<file path="config.mk">
export PLATFORM = sky130hd
export DESIGN_NAME = selftest_device_flat
export DESIGN_NICKNAME = d
export VERILOG_FILES = /design/src/rtl/selftest_pkg.sv /design/src/rtl/selftest_if.sv /design/src/rtl/selftest_device.sv /design/src/flat_wrapper.sv
export VERILOG_INCLUDE_DIRS = /design/src /design/src/rtl
export SDC_FILE = /design/constraint.sdc
export NUM_CORES = 1
export LEC_CHECK = 0
export BUFFER_PORTS_ARGS = -buffer_cell sky130_fd_sc_hd__buf_2
export CORE_ASPECT_RATIO = 1.5
export CORE_MARGIN = 2
export CORE_UTILIZATION = 55
export DETAILED_ROUTE_END_ITERATION = 8
export GPL_ROUTABILITY_DRIVEN = 0
export PLACE_DENSITY = 0.75
export SLEW_MARGIN = 20
export SYNTH_ARGS = -nofsm -noshare
export SYNTH_HDL_FRONTEND = slang
export SYNTH_SLANG_ARGS = --single-unit
</file>
<file path="constraint.sdc">
create_clock -name ref_clk -period 4.9 [get_ports ref_clk]
set_input_delay 0.49 -clock ref_clk [delete_from_list [all_inputs] [get_ports ref_clk]]
set_output_delay 0.49 -clock ref_clk [all_outputs]
set_load 0.1 [all_outputs]
</file>
<file path="src/rtl/selftest_params.svh">
// Offsets, codes and timing counts for the self-diagnosis block.
`ifndef SELFTEST_PARAMS_SVH
`define SELFTEST_PARAMS_SVH
`define MODE_REQ_OFS      12'h8cf
`define RESULT_OFS        12'h8d2
`define MODE_SELF_TEST    16'h0002
`define CODE_PASS         16'h0000
`define CODE_TIMER        16'h8001
`define CODE_IRQ          16'h8002
`define CODE_OPER         16'h8003
`define CODE_SRAM1        16'h8004
`define CODE_SRAM2        16'h8005
`define CODE_DPRAM        16'h8006
`define CODE_FLASH_ERASE  16'h800a
`define CODE_FLASH_SUM    16'h800b
`define CODE_SWAP         16'h8010
`define CTRL_OFS          4'h0
`define STATUS_OFS        4'h1
`define MASK_OFS          4'h2
`define RESULT_COPY_OFS   4'h3
`define MODE_OFS          4'h4
`define TEST_TIME_S       15
`define CLK_HZ            64'd200000000
`define TEST_CYCLES       (`TEST_TIME_S * `CLK_HZ)
`define NUM_TESTS         9
`define BLINK_CYCLES      32'd50000000
`endif

</file>
<file path="src/rtl/selftest_pkg.sv">
// State types for the link: diag_state_t for the module end, host_state_t for the host end.
package selftest_pkg;
  typedef enum logic [1:0] {
    ST_IDLE = 2'b00,
    ST_RUN  = 2'b01,
    ST_DONE = 2'b11
  } diag_state_t;
  typedef enum logic [1:0] {
    HS_IDLE  = 2'b00,
    HS_WRITE = 2'b01,
    HS_HIGH  = 2'b11,
    HS_LOW   = 2'b10
  } host_state_t;
endpackage

</file>
<file path="src/rtl/selftest_if.sv">
// Buffer-memory port and indicators between host and module.
`timescale 1ns/1ps
interface selftest_if;
  logic        bm_wr;
  logic        bm_rd;
  logic [11:0] bm_addr;
  logic [15:0] bm_wdata;
  logic [15:0] bm_rdata;
  logic        mode_change_strobe;
  logic        test_indicator;
  logic        fault_indicator;
  modport device (
    input  bm_wr, bm_rd, bm_addr, bm_wdata, mode_change_strobe,
    output bm_rdata, test_indicator, fault_indicator
  );
  modport host (
    output bm_wr, bm_rd, bm_addr, bm_wdata, mode_change_strobe,
    input  bm_rdata, test_indicator, fault_indicator
  );
endinterface

</file>
<file path="src/rtl/selftest_device.sv">
// Module end: mode request word, test sequencer, indicators and result word.
//
// The implementer's own choice: the strobed register port.
`timescale 1ns/1ps
`include "selftest_params.svh"
// ---------------------------------------------------------------------------
// Overview of operation
// - Whole test run lasts about fifteen seconds.
// - Host writes 02h into mode request word.
// - Host pulses mode strobe low-high-low.
// - Mode 2 starts tests without further command.
// - Test indicator on or blinking while running.
// - All pass turns test indicator off.
// - Any failure leaves test and fault on.
// - Result code written; zero means pass.
// - Timer, interrupt, operation fail 8001h-8003h.
// - SRAM1, SRAM2, dual-port RAM fail 8004h-8006h.
// - Flash erase 800Ah, checksum 800Bh.
// - Swap circuit failure reports 8010h.
// - Host resets CPU after passing run; the host block has no CPU reset and only sets status bit 0.
// - Host reads code and retries after failure.
// ---------------------------------------------------------------------------
module selftest_device
  import selftest_pkg::*;
#(
  parameter longint TEST_CYCLES  = `TEST_CYCLES,
  parameter int     BLINK_CYCLES = `BLINK_CYCLES
) (
  input  wire logic          ref_clk,
  input  wire logic          resetn,
  selftest_if.device         bm,
  input  wire logic [8:0]    unit_fail
);
  localparam longint STEP_CYCLES = TEST_CYCLES / `NUM_TESTS;

  logic [15:0]  mode_q;
  logic [15:0]  result_q;
  logic [15:0]  rdata_q;
  logic [2:0]   strobe_q;
  logic         strobe_d;
  diag_state_t  state_q;
  logic [3:0]   step_q;
  logic [63:0]  step_cnt_q;
  logic [31:0]  blink_cnt_q;
  logic         blink_q;
  logic         fail_q;
  logic [15:0]  fail_code;
  logic [15:0]  code_tab [0:8];

  assign code_tab[0] = `CODE_TIMER;
  assign code_tab[1] = `CODE_IRQ;
  assign code_tab[2] = `CODE_OPER;
  assign code_tab[3] = `CODE_SRAM1;
  assign code_tab[4] = `CODE_SRAM2;
  assign code_tab[5] = `CODE_DPRAM;
  assign code_tab[6] = `CODE_FLASH_ERASE;
  assign code_tab[7] = `CODE_FLASH_SUM;
  assign code_tab[8] = `CODE_SWAP;
  assign fail_code   = code_tab[step_q];

  // -------------------------------------------------------------------------
  // Buffer-memory access.
  // -------------------------------------------------------------------------
  always_ff @(posedge ref_clk or negedge resetn) begin
    if (!resetn) begin
      mode_q <= 16'h0000;
    end else if (bm.bm_wr && bm.bm_addr == `MODE_REQ_OFS) begin
      mode_q <= bm.bm_wdata;
    end
  end

  always_ff @(posedge ref_clk or negedge resetn) begin
    if (!resetn) begin
      rdata_q <= 16'h0000;
    end else if (bm.bm_rd) begin
      unique case (bm.bm_addr)
        `MODE_REQ_OFS: rdata_q <= mode_q;
        `RESULT_OFS:   rdata_q <= result_q;
        default:       rdata_q <= 16'h0000;
      endcase
    end
  end
  assign bm.bm_rdata = rdata_q;

  // Strobe synchroniser; the falling edge completes the request.
  always_ff @(posedge ref_clk or negedge resetn) begin
    if (!resetn) begin
      strobe_q <= 3'h0;
    end else begin
      strobe_q <= {strobe_q[1:0], bm.mode_change_strobe};
    end
  end
  assign strobe_d = strobe_q[2] && !strobe_q[1];

  // -------------------------------------------------------------------------
  // Test sequencer.
  // -------------------------------------------------------------------------
  always_ff @(posedge ref_clk or negedge resetn) begin
    if (!resetn) begin
      state_q    <= ST_IDLE;
      step_q     <= 4'h0;
      step_cnt_q <= 64'h0;
      fail_q     <= 1'b0;
      result_q   <= `CODE_PASS;
    end else begin
      unique case (state_q)
        ST_IDLE: begin
          if (strobe_d && mode_q == `MODE_SELF_TEST) begin
            state_q    <= ST_RUN;
            step_q     <= 4'h0;
            step_cnt_q <= 64'h0;
            fail_q     <= 1'b0;
          end
        end
        ST_RUN: begin
          if (step_cnt_q >= 64'(STEP_CYCLES - 1)) begin
            step_cnt_q <= 64'h0;
            if (unit_fail[step_q]) begin
              fail_q   <= 1'b1;
              result_q <= fail_code;
              state_q  <= ST_DONE;
            end else if (step_q == 4'(`NUM_TESTS - 1)) begin
              result_q <= `CODE_PASS;
              state_q  <= ST_DONE;
            end else begin
              step_q <= step_q + 4'h1;
            end
          end else begin
            step_cnt_q <= step_cnt_q + 64'h1;
          end
        end
        ST_DONE: begin
          if (strobe_d && mode_q == `MODE_SELF_TEST) begin
            state_q    <= ST_RUN;
            step_q     <= 4'h0;
            step_cnt_q <= 64'h0;
            fail_q     <= 1'b0;
          end
        end
        default: state_q <= ST_IDLE;
      endcase
    end
  end

  // -------------------------------------------------------------------------
  // Indicators.
  // -------------------------------------------------------------------------
  always_ff @(posedge ref_clk or negedge resetn) begin
    if (!resetn) begin
      blink_cnt_q <= 32'h0;
      blink_q     <= 1'b0;
    end else if (state_q != ST_RUN) begin
      blink_cnt_q <= 32'h0;
      blink_q     <= 1'b1;
    end else if (blink_cnt_q >= 32'(BLINK_CYCLES - 1)) begin
      blink_cnt_q <= 32'h0;
      blink_q     <= !blink_q;
    end else begin
      blink_cnt_q <= blink_cnt_q + 32'h1;
    end
  end

  always_ff @(posedge ref_clk or negedge resetn) begin
    if (!resetn) begin
      bm.test_indicator  <= 1'b0;
      bm.fault_indicator <= 1'b0;
    end else begin
      bm.test_indicator  <= (state_q == ST_RUN) ? blink_q
                          : (state_q == ST_DONE) && fail_q;
      bm.fault_indicator <= (state_q == ST_DONE) && fail_q;
    end
  end
endmodule // selftest_device

</file>
<file path="src/flat_wrapper.sv">
// flat-port wrapper written by rule: the top's interface ports become plain ports
module selftest_device_flat import selftest_pkg::*;
#(
  parameter longint TEST_CYCLES  = `TEST_CYCLES,
  parameter int     BLINK_CYCLES = `BLINK_CYCLES
)
  (ref_clk, resetn, unit_fail, bm_bm_wr, bm_bm_rd, bm_bm_addr, bm_bm_wdata, bm_mode_change_strobe, bm_bm_rdata, bm_test_indicator, bm_fault_indicator);
  selftest_if bm_i ();
  input  wire logic ref_clk;
  input  wire logic resetn;
  input  wire logic [8:0] unit_fail;
  input wire logic [$bits(bm_i.bm_wr)-1:0] bm_bm_wr;
  input wire logic [$bits(bm_i.bm_rd)-1:0] bm_bm_rd;
  input wire logic [$bits(bm_i.bm_addr)-1:0] bm_bm_addr;
  input wire logic [$bits(bm_i.bm_wdata)-1:0] bm_bm_wdata;
  input wire logic [$bits(bm_i.mode_change_strobe)-1:0] bm_mode_change_strobe;
  output wire logic [$bits(bm_i.bm_rdata)-1:0] bm_bm_rdata;
  output wire logic [$bits(bm_i.test_indicator)-1:0] bm_test_indicator;
  output wire logic [$bits(bm_i.fault_indicator)-1:0] bm_fault_indicator;
  assign bm_i.bm_wr = bm_bm_wr;
  assign bm_i.bm_rd = bm_bm_rd;
  assign bm_i.bm_addr = bm_bm_addr;
  assign bm_i.bm_wdata = bm_bm_wdata;
  assign bm_i.mode_change_strobe = bm_mode_change_strobe;
  assign bm_bm_rdata = bm_i.bm_rdata;
  assign bm_test_indicator = bm_i.test_indicator;
  assign bm_fault_indicator = bm_i.fault_indicator;
  selftest_device #(.TEST_CYCLES(TEST_CYCLES), .BLINK_CYCLES(BLINK_CYCLES)) u_core (.ref_clk(ref_clk), .resetn(resetn), .bm(bm_i), .unit_fail(unit_fail));
endmodule
</file>
# [Yosys cells after proc, flatten, opt, wreduce, memory -nomap -nowiden]
# Memories as Yosys holds them, arrays and structs flattened.
# Index checks and enable logic that the tools add are counted.
[word_totals] regBits=157 mem_bits_ro=256 input_bits=42 out_inout_bits=18 wordCells=79 mem_count=1
[classes] n_addsub=3 n_lt_le_gt_ge=4 n_eq_ne=13 n_mux=29 n_bitwise=1 reduce_logical=16
[mem_list] name="(name not given)" depth=16 word_bits=16 rd=1 rd_clocked_by_memory_dff=0 write_ports=0 line_no="selftest_device.sv:59" text="assign fail_code = code_tab[step_q];"
[op_table] cell="two-way mux 64 bit" count=2
[op_table] cell="one-hot mux 64 bit (2 select lines)" count=1
[op_table] cell="adder 64 x 1 -> 64 bit (second input constant)" count=1
[op_table] cell=">= comparator 64 x 29 -> 1 bit (second input constant)" count=1
[op_table] cell="two-way mux 16 bit" count=4
[op_table] cell="two-way mux 32 bit" count=2
[op_table] cell="adder 32 x 1 -> 32 bit (second input constant)" count=1
[op_table] cell=">= comparator 32 x 26 -> 1 bit (second input constant)" count=1
[op_table] cell="one-hot mux 16 bit (2 select lines)" count=1
[op_table] cell="== test 12 bit (second input constant)" count=2
[op_table] cell="== test 16 x 2 -> 1 bit (second input constant)" count=1
[op_table] cell="two-way mux 4 bit" count=4
[op_table] cell="two-way mux 2 bit" count=4
[op_table] cell="!= test 2 x 1 -> 1 bit (second input constant)" count=4
[op_table] cell="one-hot mux 4 bit (2 select lines)" count=1
[op_table] cell="two-way mux 1 bit" count=7
[op_table] cell="AND reduction 3 bit" count=2
[op_table] cell="nonzero test 2 bit" count=3
[op_table] cell=">= comparator 5 bit (second input constant)" count=1
[op_table] cell="< comparator 4 x 5 -> 1 bit (second input constant)" count=1
[op_table] cell="NOT 4 -> 5 bit" count=1
[op_table] cell="AND reduction 5 bit" count=1
[op_table] cell="adder 4 x 1 -> 4 bit (second input constant)" count=1
[op_table] cell="binary-select mux 1 bit (select 4 bit)" count=1
[op_table] cell="other kinds (13)" count=18

# [Depth between registers and ports, before layout]
# Gate-level depths: netlist of the first run.
[depth] depth_word=5 mapped_depth=11 mapped_depth_nobuf=8

# [Worst setup path before layout of the first run]
# OpenSTA, ideal clock, no wires.
[synth_path] path_kind="reg2reg" start="register u_core.step_q[0]" end="register u_core.step_q[0]" setup_ns=0.128 arrival_ns=2.402 t_required_ns=4.772 setup_slack_ns=2.370 stages_incl_launch_ff=8 path_buffers=1 synth_period_minus_slack_ns=2.530 cell_sequence="dfrtp_1 buf_6 mux4_2 a22o_1 a2111o_1 or3b_1 o21ai_2 mux2_1"
[synth_via] elab_chain_cells=5 elab_cells_between_ends=11 classes_between="1 x add/sub; 3 x eq/ne; 6 x mux; 1 x reduce/logical"
[synth_rtl] element="from (decl)" line_no="selftest_device.sv:42" text="logic [3:0] step_q;"
[synth_rtl] element="from (signal assigned)" line_no="selftest_device.sv:126" text="step_q <= step_q + 4'h1;"
[synth_rtl] element="adder 4 x 1 -> 4 bit" line_no="selftest_device.sv:126"
[synth_rtl] element="two-way mux 4 bit" line_no="selftest_device.sv:122" text="end else if (step_q == 4'(`NUM_TESTS - 1)) begin"
[synth_rtl] element="two-way mux 4 bit" line_no="selftest_device.sv:118" text="if (unit_fail[step_q]) begin"
[synth_rtl] element="two-way mux 4 bit" line_no="selftest_device.sv:116" text="if (step_cnt_q >= 64'(STEP_CYCLES - 1)) begin"
[synth_rtl] element="one-hot mux 4 bit (2 select lines)" line_no="selftest_device.sv:106" text="unique case (state_q)"
# Several ways; a longest one is shown, not always the timed one. The select of a mux whose other input is x is not followed.
# A chain may end at the register's enable or synchronous reset.

# [Final worst setup path of the first run]
[layout_path] start="register u_core.state_q[0]" end="register u_core.step_cnt_q[38]"
[layout_via] elab_chain_cells=4 elab_cells_between_ends=8 classes_between="3 x eq/ne; 1 x mux; 4 x reduce/logical"
[layout_rtl] element="from (decl)" line_no="selftest_device.sv:41" text="diag_state_t state_q;"
[layout_rtl] element="from (signal assigned)" line_no="selftest_device.sv:100" text="state_q <= ST_IDLE;"
[layout_rtl] element="from (signal assigned)" line_no="selftest_device.sv:109" text="state_q <= ST_RUN;"
[layout_rtl] element="from (signal assigned)" line_no="selftest_device.sv:121" text="state_q <= ST_DONE;"
[layout_rtl] element="== test 2 bit / zero test 2 bit (equally long branches)" line_no="selftest_device.sv:106"
[layout_rtl] element="OR reduction 2 bit (no line)"
[layout_rtl] element="!= test 2 x 1 -> 1 bit (no line) / nonzero test 2 bit (equally long branches)"
[layout_rtl] element="AND reduction 2 bit (no line)"
[layout_rtl] element="to (signal assigned)" line_no="selftest_device.sv:129" text="step_cnt_q <= step_cnt_q + 64'h1;"
[layout_rtl] element="to (decl)" line_no="selftest_device.sv:43" text="logic [63:0] step_cnt_q;"
# Several ways; a longest one is shown, not always the timed one.

==> flow_summary.toml, run 1 <==
[setup_path]
rr_startpoint = "u_core.state_q[0]$_DFFE_PN0P_"
slowest_stage = "nor3_2"
cpMostUsedCell = "inv_1"
r2r_slack_ps = 1660
required_ps = 5240
slowest_delay_ps = 940
cp_cell_sequence = "inv_1, ha_1, inv_1, o31a_1, nor3_2, nand3_1, a21oi_1"
critPathLaunchType = "register"
path_buf_inv = 2
crit_cells = 7
rr_worst_depth = 7
timing.rr.end = "u_core.step_cnt_q[38]$_DFFE_PN0P_"
critPathTopFamily = "simple AND/OR/NAND/NOR gates"
crit_arrival_ps = 3570
worst-path-max-fanout = 24
end_kind = "register"
path_class = "register to register"

[layout]
seq_area_mm2 = 0.00368
drive_gt1_share_pct = 16.3
multiInputGateArea_mm2 = 0.00321
layout_common_cells = "147 x dfrtp_1, 89 x nor2_1, 58 x buf_2, 44 x nand3_1, 43 x nand2_1"
antenna_cells = 0
area_delta_synth_final_pct = 14.1
final_common_cell = "dfrtp_1"
fill_cells = 951
design_area_mm2 = 0.00812
final_core_util_pct = 64.6
fin_nets = 836

[clock_network]
hold_buffers = 0
cts_root_buf = "clkbuf_16"
cts_tree = "yes"
post_cts_buffers = 0
cts_max_path_buffers = 2
cts_buffers = 17
htreeDepth = 4
path_clk_slew_ps = 60
clock-sinks = 147
cts_resized = 0
clock_latency_ps = 420

[grt]
grt_util_all_layers_pct = 23.7
grt_antenna_before_repair = 0
grt_pass1_wl_um = 26900
overflow = 0
grt_pass1_vias = 5872
grt_max_degree = 102

[drt]
drt-wirelength-per-cell_um = 16.7
routed-via-count = 5810
drc = 0
firstDrtPassIters = 5
wirelength_um = 15900
ant_nets = 0
initialDrtViolationCount = 311
vias_per_cell = 6.08

[pwr]
p_per_area_mw_per_mm2 = 398
ir_drop_uv = 230
leakagePower_uw = 0.00368
power.total_uw = 3230

[timing]
setup_ws_ps = 1660
slew_violations = 0
clock_skew_ps = 10.5
finalSetupTns_ps = 0
worst_pin_slew_ps = 1010
rsz0062_at_grt = "no"
max_slew_margin_pct = 31.8
fmax_ghz = 0.309
hold_viol = 0
fin_crit_sh_pct = 66.0
period_minus_slack_ps = 3240
setup_viol = 0

[logic_synthesis]
synthCells = 726
synth-seq-cells = 147
async_flop_share_pct = 100
avgSynthCellArea_um2 = 9.81
synth_area_mm2 = 0.00712
ys_warn_count = 0
synth-edff-count = 0
synth.distinct_cells = 58
yosysSeqAreaShare_pct = 51.7
synthFlopType = "dfrtp_1"

[floorplanning]
num_io_pins = 60
start_util_pct = 56.6
dieWidth_um = 96.9
core_area_mm2 = 0.0126
rows = 50
die_area_mm2 = 0.0139
die-height_um = 143

[run]
maxCapViolations = 0

[worst_hold_path]
hold_class = "input port to asynchronous set/reset pin"

[place]
numPortBuffers = 59
post-place-ws_ps = 1780
postPlaceCellArea_mm2 = 0.00757
dp_hpwl_um = 10700

[run_status]
outcome = "finished clean"
-- through the flow --
| stage | hold WS, ps | instances |
|---|---|---|
| global placement | 339 | 923 |
| detailed placement | 339 | 923 |
| CTS | 170 | 955 |
| finish | 180 | 955 |
| global route | 168 | 955 |
| floorplan | 194 | 731 |
-- cells in the mapped netlist (10+ instances only) --
| cell type | instances | area, µm² |
|---|---|---|
| nor2_1 | 89 | 334 |
| nand4_1 | 17 | 106 |
| inv_1 | 38 | 143 |
| xnor2_1 | 12 | 105 |
| nor3_1 | 27 | 135 |
| a22o_1 | 19 | 166 |
| dfrtp_1 | 147 | 3680 |
| nand2_1 | 43 | 161 |
| and3_1 | 15 | 93.8 |
| clkbuf_1 | 22 | 82.6 |
| a31oi_1 | 10 | 62.6 |
| nand3_1 | 44 | 220 |
| xor2_1 | 11 | 96.3 |
| a21oi_1 | 28 | 140 |
| o21ai_0 | 33 | 165 |
| mux2_2 | 21 | 236 |
| o21a_1 | 10 | 75.1 |
| nor4_1 | 27 | 169 |
-- logic make-up after synthesis --
group | Yosys count | synth area share [%]
and+or+nand+nor | 304 | 21.6
AOI/OAI and AO/OA | 147 | 14.1
DFF | 147 | 51.7
buffers and inverters | 67 | 3.71
muxes | 29 | 4.64
xor gates and xnor gates | 23 | 2.83
adders and majority gates | 8 | 1.41
other | 1 | 0.0527
-- registers in the layout, summed over array words and instances (netlist names), 2 cells and up --
name / flops
u_core.step_cnt_q: 64
u_core.result_q: 6
u_core.mode_q: 16
u_core.blink_cnt_q: 32
u_core.bm.bm_rdata: 16
u_core.step_q: 4
u_core.strobe_q: 3
u_core.state_q: 2
-- power by group --
group	switching (µW)	internal (µW)
Combinational	464	206
Sequential	77.3	1270
Clock	505	710
-- per-layer routing --
metal  wire, µm  vias up  share of wire [%]  GRT usage, %
li1           -     2747                  -             -
met1       6610     2864                 42          27.6
met2       8300      158                 52          41.7
met3        577       41                3.6          5.11
met4        423        0                2.7          11.0
met5          0        -                  0             0
-- cell type report --
type / instances / area share (%)
well taps: 156 / 2.40
clock buffers: 19 / 5.45
clock inverters: 13 / 1.37
inverters: 38 / 1.76
repair buffers: 65 / 4.27
multi-input cells: 517 / 39.5
flip-flops and latches: 147 / 45.3
-- worst max path at each step --
stage                                            startpoint                                end  slack (ps)
after global placement    u_core.step_cnt_q[40]$_DFFE_PN0P_   u_core.step_cnt_q[3]$_DFFE_PN0P_        1850
final                         u_core.state_q[0]$_DFFE_PN0P_  u_core.step_cnt_q[38]$_DFFE_PN0P_        1660
after global routing          u_core.state_q[0]$_DFFE_PN0P_  u_core.step_cnt_q[46]$_DFFE_PN0P_        1470
after CTS                     u_core.state_q[0]$_DFFE_PN0P_  u_core.step_cnt_q[38]$_DFFE_PN0P_        1750
after detailed placement      u_core.state_q[0]$_DFFE_PN0P_  u_core.step_cnt_q[56]$_DFFE_PN0P_        1780
after floorplan                u_core.step_q[0]$_DFFE_PN0P_       u_core.step_q[0]$_DFFE_PN0P_        2370
(Power assumes the default switching activity.)
==> inputs of run 2 (changes only) <==
- clock period: 4.9 -> 3 ns (I/O delays scaled with it)
==> run 2 against run 1 <==
Effect of this change: setup slack got worse by 1500 ps; total power up 72%; non-clock buffer count increased by 17; maximum frequency up 16%; count of clock-buffer cells in the layout unchanged; register-to-register slack got worse by 1500 ps; clock power rose by 83%; first-iteration DRC count down 6.4%; critical path type unchanged; largest cell class unchanged; largest power group is now the clock network.
==> flow_summary.toml, run 2 (synthesis gave the netlist of run 1 again) <==
[drt]
vias_per_cell = 6.01
wl_met1_um = 6370
routed-via-count = 5842
wirelength_um = 15800
drc = 0
firstDrtPassIters = 5
drt-wirelength-per-cell_um = 16.3
ant_nets = 0
met3_length_um = 667
highest_layer = "met4"
wl_met2_um = 8330
initialDrtViolationCount = 291

[pwr]
pwr-share-clk_pct = 39.8
p_int_uw = 3840
leakagePower_uw = 0.00380
ir_drop_uv = 397
power.total_uw = 5570
combPwrFrac_pct = 20.7
swShare_pct = 31.0
p_switching_uw = 1730
p_seq_share_pct = 39.5
p_per_area_mw_per_mm2 = 668

[grt]
grt_max_degree = 73
grt_pass1_vias = 5853
grt_util_all_layers_pct = 23.5
grt_pass1_wl_um = 26800
grt_antenna_before_repair = 0
overflow = 0

[clock_network]
clock-sinks = 147
cts_max_path_buffers = 2
htreeDepth = 4
clock_latency_ps = 410
cts_root_buf = "clkbuf_16"
cts_tree = "yes"
path_clk_slew_ps = 60
cts_buffers = 17
cts_resized = 0

[floorplanning]
die-height_um = 143
start_util_pct = 56.6
die_area_mm2 = 0.0139
num_io_pins = 60
rows = 50
core_area_mm2 = 0.0126
dieWidth_um = 96.9

[timing]
max_slew_margin_pct = 44.9
setup_viol = 0
finalSetupTns_ps = 0
clock_skew_ps = 7.64
rsz0062_at_grt = "no"
hold_viol = 0
fmax_ghz = 0.358
period_minus_slack_ps = 2790
fin_crit_sh_pct = 93.1
worst_pin_slew_ps = 819
slew_violations = 0

[layout]
largest_reg_flops = 64
final_common_cell = "dfrtp_1"
design_area_mm2 = 0.00834
regMostFlops = "u_core.step_cnt_q"
top_regs = "u_core.step_cnt_q (64), u_core.blink_cnt_q (32)"
fin_nets = 853
antenna_cells = 0
layout_common_cells = "147 x dfrtp_1, 89 x nor2_1, 58 x buf_2, 44 x nand3_1, 43 x nand2_1"
drive_gt1_share_pct = 17.8
area_delta_synth_final_pct = 17.1
final_core_util_pct = 66.3

[setup_path]
critPathTopFamily = "multiplexers"
end_kind = "register"
slowest_stage = "mux4_2"
crit_arrival_ps = 3090
path_class = "register to register"
critPathLaunchType = "register"
required_ps = 3300
path_buf_inv = 0
worst-path-max-fanout = 8
cp_cell_sequence = "mux4_2, a22o_1, a2111o_1, or3b_1, o21ai_2, mux2_1"
slowest_delay_ps = 550

[run_status]
outcome = "finished clean"

[place]
numPortBuffers = 59
dp_hpwl_um = 10800
postPlaceCellArea_mm2 = 0.00769

[run]
maxCapViolations = 0

[worst_hold_path]
hold_class = "input port to register"
run 2: changes by cell type in the layout (fill, tap and decap cells not counted), sizes merged:
cell	before	now
buf	65	80
bufinv	1	3
clkinv	8	4
clkinvlp	3	2
dlygate4sd3	0	2
inv	39	42
run 2: per-layer routing:
metal | track usage [%] | vias up
li1 | - | 2788
met1 | 27.7 | 2837
met2 | 42.1 | 174
met3 | 4.57 | 43
met4 | 10.2 | 0
met5 | 0 | -
run 2: worst paths after layout:
path,start,to,slack [ps],cells past startpoint
min reg2reg,u_core.strobe_q[0]$_DFF_PN0_,u_core.strobe_q[1]$_DFF_PN0_,350,0
min,bm_bm_wdata[8],u_core.mode_q[8]$_DFFE_PN0P_,120,2
max in group asynchronous,resetn,u_core.blink_cnt_q[3]$_DFF_PN0_,1730,3
max,u_core.step_q[0]$_DFFE_PN0P_,u_core.step_q[0]$_DFFE_PN0P_,210,6
max reg2reg,u_core.step_q[0]$_DFFE_PN0P_,u_core.step_q[0]$_DFFE_PN0P_,210,6
min in group asynchronous,resetn,u_core.bm.bm_rdata[0]$_DFFE_PN0P_,470,2
run 2: metrics by stage:
step                      instances  setup WS, ps  hold slack, ps
after floorplan                 731           470            4.41
after CTS                       972           237             105
after detailed placement        938           244             340
after global placement          938           340             337
final                           972           207             120
after global routing            972          95.1             111
run 2: area by class of cell:
cell class              count  area [µm²]
flip-flops and latches    147        3680
inverters                  38         143
fillers                   993        4240
repair buffers             82         492
well taps                 156         195
clock inverters            13         174
clock buffers              19         453
multi-input cells         517        3200
run 2: power by group through the flow:
stage                     Combinational (µW)  Sequential (µW)  Clock (µW)
after floorplan                          718             2300           0
after global placement                  1100             2230           0
final                                   1150             2200        2210
after detailed placement                1140             2230           0
after global routing                    1260             2220        2340
after CTS                               1140             2200        2250
run 2: repair_timing:
item / CTS / global route
endpoints found under the hold margin: 71 / 0
hold buffers: 2 / 0
setup endpoints to repair: 0 / 0
buffers inserted: 0 / 0
